File: config.mk
export PLATFORM = sky130hd
export DESIGN_NAME = crst_rx_status
export DESIGN_NICKNAME = d
export VERILOG_FILES = /design/src/crst_rx_status.v
export VERILOG_INCLUDE_DIRS = /design/src
export SDC_FILE = /design/constraint.sdc
export NUM_CORES = 1
export LEC_CHECK = 0
export BUFFER_PORTS_ARGS = -buffer_cell sky130_fd_sc_hd__buf_2
export CAP_MARGIN = 20
export CORE_UTILIZATION = 49
export CTS_CLUSTER_SIZE = 25
export DETAILED_ROUTE_END_ITERATION = 7
export GPL_ROUTABILITY_DRIVEN = 0
export PLACE_DENSITY = 0.82
export RECOVER_POWER = 50
export SLEW_MARGIN = 40
export SYNTH_ARGS = -nofsm -noshare
export SYNTH_HDL_FRONTEND = slang
export SYNTH_SLANG_ARGS = --single-unit
File: constraint.sdc
create_clock -name clk_i -period 1.65 [get_ports clk_i]
set_input_delay 0.33 -clock clk_i [delete_from_list [all_inputs] [get_ports clk_i]]
set_output_delay 0.33 -clock clk_i [all_outputs]
set_load 0.05 [all_outputs]
File: src/crst_defs.vh
`ifndef CRST_DEFS_VH
`define CRST_DEFS_VH
// Register byte address of the receive status word
`define CRST_RECEIVE_STATUS_ADDR 8'h60
// Field positions inside receive_status
`define CRST_COLL_POS_MSB 30
`define CRST_COLL_POS_LSB 24
`define CRST_WRITE_ERR_BIT 23
`define CRST_LATENCY_ERR_BIT 22
`define CRST_OVFL_BIT 21
`define CRST_CL_ERR_BIT 20
`define CRST_LEN_ERR_BIT 19
`define CRST_COLL_DET_BIT 18
`define CRST_PROTO_ERR_BIT 17
`define CRST_INTEG_ERR_BIT 16
`define CRST_LAST_BITS_MSB 15
`define CRST_LAST_BITS_LSB 13
`define CRST_FRAMES_MSB 12
`define CRST_FRAMES_LSB 9
`define CRST_BYTES_MSB 8
`define CRST_BYTES_LSB 0
// Limits
`define CRST_MAX_FRAMES 4'h8
`define CRST_MAX_LEN_BYTE 8'h1C
`define CRST_BUF_BYTES 9'h104
// Stop-condition code that stops on a bad parity bit
`define CRST_STOP_ON_PARITY 2'h2
// Reset value of the status word
`define CRST_STATUS_RESET 32'h00000000
`endif

File: src/crst_rx_status.v
// Added by the designer: the Wishbone register port.
`timescale 1ns/10ps
`include "crst_defs.vh"
// Operation
// - Report first collision bit position in 7-bit field, reset zero.
// - Add nonzero receive alignment offset into collision position.
// - Memory write error sets flag and aborts reception.
// - Memory latency error sets flag and aborts reception.
// - Set overflow flag when byte count exceeds receive buffer.
// - Combined fault is OR of integrity, protocol, collision flags.
// - In multi-frame mode, length byte above 28 sets length flag.
// - Collision sets flag and records first collision position.
// - Stop bit, SOF/EOF or byte count errors set protocol flag.
// - Protocol error stops current reception immediately.
// - Protocol and integrity flags clear at next reception start.
// - Bad parity or bad CRC sets integrity flag.
// - Integrity error does not abort the frame.
// - Parity as stop criterion suppresses integrity flag for parity.
// - Report valid bits of last byte, zero meaning whole byte.
// - Report frames received, 0 to 8, updated at receive interrupt.
// - Byte count up to 1FFh, valid from interrupt to re-enable.
// - Stop setting 10b ends reception on incorrect parity.
module crst_rx_status #(
  parameter BUF_BYTES = `CRST_BUF_BYTES
) (
  // Clock, reset, enable
  input wire clk_i,
  input wire rst_i,
  input wire ce_i,
  // Classic Wishbone slave
  input wire cyc_i,
  input wire stb_i,
  input wire we_i,
  input wire [7:0] adr_i,
  input wire [3:0] sel_i,
  input wire [31:0] dat_i,
  output reg [31:0] dat_o,
  output reg ack_o,
  output wire err_o,
  // Receiver events and settings
  input wire rx_start_i,
  input wire rx_end_i,
  input wire byte_rcvd_i,
  input wire [2:0] last_bits_i,
  input wire frame_done_i,
  input wire [2:0] rx_align_i,
  input wire multi_frame_enable_i,
  input wire [1:0] stop_condition_i,
  input wire len_byte_valid_i,
  input wire [7:0] len_byte_i,
  input wire collision_i,
  input wire [6:0] collision_bit_pos_i,
  input wire stop_bit_err_i,
  input wire sof_eof_err_i,
  input wire byte_count_err_i,
  input wire parity_err_i,
  input wire crc_err_i,
  input wire dma_write_err_i,
  input wire dma_latency_err_i,
  // Status outputs to the receiver
  output wire rx_abort_o,
  output reg rx_active_o,
  output wire receive_done_interrupt_o
);

  // ****************************************
  // Status state
  // ****************************************
  reg [6:0] coll_pos_q;
  wire wr_err_q;
  wire lat_err_q;
  wire ovfl_q;
  wire len_err_q;
  wire coll_q;
  wire proto_err_q;
  wire integ_err_q;
  reg [2:0] last_bits_q;
  reg [3:0] frames_q;
  reg [3:0] frame_cnt_q;
  reg [8:0] bytes_q;
  reg [8:0] byte_cnt_q;
  reg irq_q;
  wire parity_stop;
  wire integ_hit;
  wire proto_hit;
  wire [8:0] byte_cnt_inc;
  wire [31:0] status_word;
  wire hit;
  wire wr_set;
  wire lat_set;
  wire ovfl_set;
  wire len_set;
  wire coll_set;
  wire proto_set;
  wire integ_set;

  assign parity_stop = (stop_condition_i == `CRST_STOP_ON_PARITY);
  assign integ_hit = crc_err_i | (parity_err_i & ~parity_stop);
  assign proto_hit = stop_bit_err_i | sof_eof_err_i | byte_count_err_i;
  // Saturate so a runaway frame never wraps the count
  assign byte_cnt_inc = (byte_cnt_q == 9'h1FF) ? byte_cnt_q :
                        byte_cnt_q + 9'h001;

  assign rx_abort_o = rx_active_o & (dma_write_err_i | dma_latency_err_i |
                      proto_hit | (parity_stop & parity_err_i));
  assign receive_done_interrupt_o = irq_q;

  // ****************************************
  // Flag set conditions
  // ****************************************
  // Events count only inside a reception; a start in that cycle wins
  // write error flag
  assign wr_set = rx_active_o & dma_write_err_i;
  assign lat_set = rx_active_o & dma_latency_err_i;
  // buffer overflow
  // A byte that lands on a full buffer is the first one lost
  assign ovfl_set = rx_active_o & byte_rcvd_i &
                    (byte_cnt_q >= BUF_BYTES[8:0]);
  assign len_set = rx_active_o & multi_frame_enable_i & len_byte_valid_i &
                   (len_byte_i > `CRST_MAX_LEN_BYTE);
  assign coll_set = rx_active_o & collision_i;
  assign proto_set = rx_active_o & proto_hit;
  assign integ_set = rx_active_o & integ_hit;

  // ****************************************
  // Sticky error flags
  // ****************************************
  // clear at start
  // held until start
  // One cell per flag keeps clear and set priority the same everywhere
  // Memory write error
  crst_sticky_flag i_wr_err_flag (
    .clk_i(clk_i),
    .rst_i(rst_i),
    .ce_i(ce_i),
    .clr_i(rx_start_i),
    .set_i(wr_set),
    .flag_o(wr_err_q)
  );
  // Memory latency error
  crst_sticky_flag i_lat_err_flag (
    .clk_i(clk_i),
    .rst_i(rst_i),
    .ce_i(ce_i),
    .clr_i(rx_start_i),
    .set_i(lat_set),
    .flag_o(lat_err_q)
  );
  // Receive buffer overflow
  crst_sticky_flag i_ovfl_flag (
    .clk_i(clk_i),
    .rst_i(rst_i),
    .ce_i(ce_i),
    .clr_i(rx_start_i),
    .set_i(ovfl_set),
    .flag_o(ovfl_q)
  );
  // Announced frame length too long
  crst_sticky_flag i_len_err_flag (
    .clk_i(clk_i),
    .rst_i(rst_i),
    .ce_i(ce_i),
    .clr_i(rx_start_i),
    .set_i(len_set),
    .flag_o(len_err_q)
  );
  // Collision seen
  crst_sticky_flag i_coll_flag (
    .clk_i(clk_i),
    .rst_i(rst_i),
    .ce_i(ce_i),
    .clr_i(rx_start_i),
    .set_i(coll_set),
    .flag_o(coll_q)
  );
  // Protocol error
  crst_sticky_flag i_proto_err_flag (
    .clk_i(clk_i),
    .rst_i(rst_i),
    .ce_i(ce_i),
    .clr_i(rx_start_i),
    .set_i(proto_set),
    .flag_o(proto_err_q)
  );
  // Data integrity error
  crst_sticky_flag i_integ_err_flag (
    .clk_i(clk_i),
    .rst_i(rst_i),
    .ce_i(ce_i),
    .clr_i(rx_start_i),
    .set_i(integ_set),
    .flag_o(integ_err_q)
  );

  // ****************************************
  // Reception tracking
  // ****************************************
  // A start in the same cycle as an event wins; the event is dropped
  always @(posedge clk_i) begin
    if (rst_i) begin
      rx_active_o <= 1'b0;
      coll_pos_q <= 7'h00;
      last_bits_q <= 3'h0;
      frames_q <= 4'h0;
      frame_cnt_q <= 4'h0;
      bytes_q <= 9'h000;
      byte_cnt_q <= 9'h000;
      irq_q <= 1'b0;
    end else if (ce_i) begin
      irq_q <= 1'b0;
      // Counts restart with each reception; flags live in their own cells
      if (rx_start_i) begin
        rx_active_o <= 1'b1;
        coll_pos_q <= 7'h00;
        frame_cnt_q <= 4'h0;
        byte_cnt_q <= 9'h000;
      end else if (rx_active_o) begin
        if (coll_set && !coll_q) begin
          coll_pos_q <= collision_bit_pos_i + {4'h0, rx_align_i};
        end
        if (byte_rcvd_i) begin
          byte_cnt_q <= byte_cnt_inc;
        end
        if (frame_done_i && frame_cnt_q != `CRST_MAX_FRAMES) begin
          frame_cnt_q <= frame_cnt_q + 4'h1;
        end
        // Reception ends normally or by abort; results latch here
        if (rx_end_i || rx_abort_o) begin
          rx_active_o <= 1'b0;
          irq_q <= 1'b1;
          last_bits_q <= last_bits_i;
          frames_q <= (frame_done_i && frame_cnt_q != `CRST_MAX_FRAMES) ?
                      frame_cnt_q + 4'h1 : frame_cnt_q;
          bytes_q <= byte_rcvd_i ? byte_cnt_inc : byte_cnt_q;
        end
      end
    end
  end

  // ****************************************
  // Register view
  // ****************************************
  // combined fault
  assign status_word = {1'b0, coll_pos_q, wr_err_q, lat_err_q, ovfl_q,
                        integ_err_q | proto_err_q | coll_q, len_err_q,
                        coll_q, proto_err_q, integ_err_q, last_bits_q,
                        frames_q, bytes_q};
  assign hit = (adr_i == `CRST_RECEIVE_STATUS_ADDR);
  assign err_o = 1'b0;

  // Single-wait slave; other addresses read zero; writes are dropped
  always @(posedge clk_i) begin
    if (rst_i) begin
      ack_o <= 1'b0;
      dat_o <= `CRST_STATUS_RESET;
    end else if (ce_i) begin
      ack_o <= cyc_i & stb_i & ~ack_o;
      if (cyc_i && stb_i && !ack_o && !we_i) begin
        dat_o <= hit ? status_word : 32'h00000000;
      end
    end
  end

endmodule

// ****************************************
// Sticky flag cell
// ****************************************
// Set by a hardware event, cleared only by reset or a new reception.
// The clear wins a tie so a new frame never inherits an old error.
module crst_sticky_flag #(
  parameter RESET_VALUE = 1'b0
) (
  // Clock, reset, enable
  input wire clk_i,
  input wire rst_i,
  input wire ce_i,
  // Flag control
  input wire clr_i,
  input wire set_i,
  // Flag state
  output reg flag_o
);

  // Frozen while the enable is low
  always @(posedge clk_i) begin
    if (rst_i) begin
      flag_o <= RESET_VALUE;
    end else if (ce_i) begin
      if (clr_i) begin
        flag_o <= 1'b0;
      end else if (set_i) begin
        flag_o <= 1'b1;
      end
    end
  end

endmodule

[After elaboration in Yosys (flattened, before gate mapping)]
Index checks and enable logic that the tools add are counted.
Storage, ports and cells
  register bits after elaboration: 78
  input port bits: 87
  output and inout bits: 37
Operators by class
  add/sub/neg operators: 3
  magnitude comparators: 2
  equal/unequal tests: 4
  muxes and demuxes: 31
  bitwise logic cells: 26
  reductions and logical operators: 29
Operators with widths (number)
  $mux 9: 4
  $mux 31: 1
  $mux 7: 3
  $mux 1: 20
  $reduce_and 2->1: 9
  $reduce_bool 2->1: 9
  $and 1x1->1: 15
  $mux 4: 3
  $add 9x1->9 const B: 1
  $eq 9x9->1 const B: 1
  $ge 9x9->1 const B: 1
  $eq 8x7->1 const B: 1
  $gt 8x5->1 const B: 1
  $or 1x1->1: 8
  $add 7x3->7: 1
  $logic_and 1x1->1: 5
  $add 4x1->4 const B: 1
  $ne 4x4->1 const B: 1
  $reduce_and 4->1: 1
  $logic_not 1->1: 3
  $not 1->1: 3
  $reduce_and 3->1: 1
  $eq 2x2->1 const B: 1
  $logic_or 1x1->1: 1

[Depth between registers and ports, before layout]
  word-level depth: 9
  depth in mapped cells: 7
  depth with buffers taken out: 6

[Cells and area by module]
A second synthesis with hierarchy kept.
Second synthesis, totals
  cell total of the unflattened synthesis: 384
  area, all modules: 3418.3 um2
By module, submodules not included
  crst_rx_status: times used 1, cells each 363, area each 3190.6 um2
  crst_sticky_flag: times used 7, cells each 3, area each 32.5 um2

[Worst setup path after synthesis]
OpenSTA, ideal clock, no wires.
  kind: flip-flop to flip-flop
  start point: register rx_active_o
  end point: register byte_cnt_q[1]
  setup time: 0.087 ns
  data arrival time: 1.620 ns
  data required time: 1.563 ns
  path slack: -0.057 ns
  stages on the path, launching flop included: 5
  period minus slack after synthesis: 1.707 ns
  cell sequence: dfxtp_1 -> nand3b_1 -> buf_6 -> or4b_1 -> o31ai_1
On the way
  word-level cells in the longest chain between the ends: 2
RTL lines
  from (decl): RTL line crst_rx_status.v:62  | output reg rx_active_o,
  from (signal assigned): RTL line crst_rx_status.v:201  | rx_active_o <= 1'b0;
  from (signal assigned): RTL line crst_rx_status.v:213  | rx_active_o <= 1'b1;
  from (signal assigned): RTL line crst_rx_status.v:229  | rx_active_o <= 1'b0;
  $reduce_bool 2->1 (no line)
  $reduce_and 2->1 (no line)
  to (signal assigned): RTL line crst_rx_status.v:222  | byte_cnt_q <= byte_cnt_inc;
  to (decl): RTL line crst_rx_status.v:81  | reg [8:0] byte_cnt_q;
Every way passes these cells.
A chain may end at the register's enable or synchronous reset.

[Worst setup path after layout]
Ends and elaborated chain as after synthesis.

==> summary.txt <==
Final layout
  • Fraction of layout cells with a size suffix above 1: 0.229
  • Fill cells: 555
  • Fin nets: 559
  • Commonest non-fill, non-tap cell in the layout: dfxtp_1
  • # diodes: 0
  • Commonest cells after routing, fill and taps aside: dfxtp_1 (75), buf_2 (65), nor2_1 (60)
  • Sequential cell area: 1540 um2
  • Area of the multi-input gates: 1680 um2
  • Area delta synth->final: 20.6%
  • Layout Cells excl Fill: 545

Clock tree
  • Clock Path Buffers: 2
  • CTS tree: done
  • H-tree Lvls: 3
  • TritonCTS buffer count: 9
  • Root buf cell: clkbuf_8
  • Post-CTS Repair Setup Buffers: 0
  • CTS sink cnt: 77
  • Worst-path clk slew: 0.07 ns
  • Worst skew pair latency: 0.34 ns

Yosys
  • Adder-cell area share of the yosys netlist: 0.0318
  • Seq cells post-synth: 77
  • Syn Area/Cell: 8.87 um2
  • Synthesized area: 3390 um2
  • Number of synthesized flops with an enable pin: 0
  • Share of the synthesized area in the top cell type: 0.455
  • Async SR Flop Fraction: 0
  • Cell taking the most area after synthesis: dfxtp_1
  • YS warnings: 0
  • Synth Instances: 382
  • Synth top area cells: dfxtp_1 (45%), a22oi_1 (7.1%), nor2_1 (6.6%)
  • Xor/xnor share of the synthesized area: 0.0258
  • Largest family of logic cells by synthesized area: compound AO/OA/AOI/OAI gates
  • Compound-cell area share of the yosys netlist: 0.233
  • Post-synthesis mux area share: 0.0148
  • Post-synthesis simple-gate area fraction: 0.184
  • Yosys cell types: 53
  • Seq/Total Area, Yosys: 0.455
  • Top flip-flop cell by instance count after synthesis: dfxtp_1

Placement
  • HPWL Detailed: 5620 um
  • Post-Place Cells: 530
  • IO buf count: 85

Floorplanning
  • Starting density of the core: 0.522
  • Core box area: 6490 um2
  • # rows: 29
  • Die height: 85.2 um
  • Die width: 85.2 um
  • Num ports: 124
  • Die area: 7250 um2

Route
  • Final ANT Viol Nets: 0
  • Vias per Instance: 5.66
  • Drt drc: 0
  • Routed wire length: 7870 um
  • First drt pass iteration count: 4
  • Initial DRC count: 173
  • Drt wl/cell: 14.4 um
  • Routed vias: 3086

Timing
  • Final hold viol count: 0
  • Skew final: 0.00736 ns
  • Tmin final: 1.56 ns
  • Fmax: 641 MHz
  • Pins Over Slew Limit: 0
  • Max_slew headroom: 0.596
  • Final setup violation count: 0
  • RSZ-0062 raised after global routing: no
  • Period utilisation layout: 0.945
  • Worst-Margin Slew: 0.609 ns

Worst setup path
  • Top delay family on crit path: simple AND/OR/NAND/NOR gates
  • Worst Path Buf+Inv: 1
  • Worst path required time: 1.91 ns
  • Crit Path Max Fanout: 9
  • Slowest Stage Delay on Critical Path: 0.52 ns
  • CP max-delay cell: or4b_1
  • CP startpoint: rx_active_o$_SDFFE_PP0P_
  • FF-to-FF Start: rx_active_o$_SDFFE_PP0P_
  • Worst Setup Start Kind: flip-flop
  • CP Cell Sequence: nand3b_1 -> buf_4 -> or4b_1 -> o31ai_1
  • CP Data Arrival Time: 1.82 ns
  • CP Capture Type: flip-flop
  • Critical path class: flip-flop to flip-flop

Pwr
  • Power Density: 903 nW/um2
  • Total chip power: 3.69 mW
  • Peak supply drop: 0.000476 V
  • Pleak: 1.61 nW
  • Switching Share: 0.224
  • Reg power frac: 0.511
  • Clk pwr share: 0.414
  • Combinational Power Share: 0.075
  • Sw power: 826 uW
  • Internal: 2.87 mW

Global routing
  • First-pass GRT wire length: 12900 um
  • Pin count of the biggest net entering global routing: 46
  • Total GRT Usage: 0.223
  • Initial antenna violation count: 0
  • Vias in the first global route: 2813
  • Grt ovf: 0

Min path
  • Worst min path class: input port to flip-flop
  • Hold_sp: last_bits_i[0]

Run
  • Max-Cap Viols: 0

Status
  • Status: completed
stage by stage:
stage	util	setup TNS [ns]	hold slack [ns]	cell area (um2)	setup slack, ns
6_report	0.629	0	0.225	4090	0.0908
5_1_grt	0.629	0	0.238	4090	0.00789
4_1_cts	0.631	0	0.215	4100	0.0129
3_5_place_dp	0.599	-0.204	0.448	3890	-0.104
3_3_place_gp	0.599	-0.0901	0.441	3890	-0.0494
2_1_floorplan	-	0	0.432	3390	0.123
cell usage after synthesis, types with 4 or more instances:
cell type and n:
nand2_1 19, ha_1 7, inv_1 7, nor3_1 8
buf_2 10, buf_4 7, nand4_1 6, a211oi_1 4
a22oi_1 32, and2_1 4, mux2i_1 5, nor2_1 60
xnor2_1 7, nand3_1 11, a21oi_1 31, o21ai_0 17
dfxtp_1 77, clkbuf_1 11
final timing paths:
kind	cells after the start	slack (ns)	to
worst max-delay path	4	0.09	byte_cnt_q[1]$_SDFFE_PP0P_
worst min-delay path	3	0.22	last_bits_q[0]$_SDFFE_PP0P_
worst max register to register	4	0.09	byte_cnt_q[1]$_SDFFE_PP0P_
worst min register to register	2	0.46	bytes_q[4]$_SDFFE_PP0P_
power by group through the flow:
stage                     combinational (mW)  clock [mW]  sequential (mW)
final                                  0.276        1.53             1.89
after global routing                   0.305        1.63             1.89
after CTS                              0.278        1.55             1.89
after detailed placement               0.276           0             1.93
after global placement                 0.269           0             1.93
after floorplan                        0.152           0             1.94
state kept, by name, indices dropped and copies added, names as in the netlist:
register                  flops
byte_cnt_q                    9
frames_q                      4
i_ovfl_flag.flag_o            1
frame_cnt_q                   4
bytes_q                       9
last_bits_q                   3
i_proto_err_flag.flag_o       1
ack_o                         1
i_coll_flag.flag_o            1
coll_pos_q                    7
i_lat_err_flag.flag_o         1
dat_o                        31
i_wr_err_flag.flag_o          1
i_integ_err_flag.flag_o       1
receive_done_interrupt_o      1
rx_active_o                   1
i_len_err_flag.flag_o         1
layer usage:
| metal | share of wire | GRT usage | vias up |
|---|---|---|---|
| met2 | 0.49 | 0.371 | 90 |
| met4 | 0.013 | 0.0909 | 0 |
| li1 | - | - | 1541 |
| met3 | 0.055 | 0.0477 | 8 |
| met1 | 0.45 | 0.283 | 1447 |
| met5 | 0 | 0 | - |
what timing repair did:
action | CTS | global route
setup endpoints to repair | 0 | 7
hold buffers | 0 | 0
resized for setup | 0 | 3
tightest hold or removal path: stages:
cell and delay [ns]:
buf_2 0.07, mux2i_1 0.06, nor2_1 0.07
cell families after synthesis:
family | Yosys count
AO/OA/AOI/OAI | 116
XOR/XNOR | 10
adder cells (fa/ha/maj) | 8
buffers and inverters | 37
flip-flops | 77
multiplexers | 5
other | 1
AND/OR/NAND/NOR | 128
cell type report:
class,count,area share
clock buffers,11,0.0346
inverters,7,0.00643
clock inverters,4,0.0178
repair buffers,100,0.127
flip-flops and latches,77,0.378
multi-input cells,269,0.412
well taps,77,0.0236
Power figures use the tool's default switching activity.
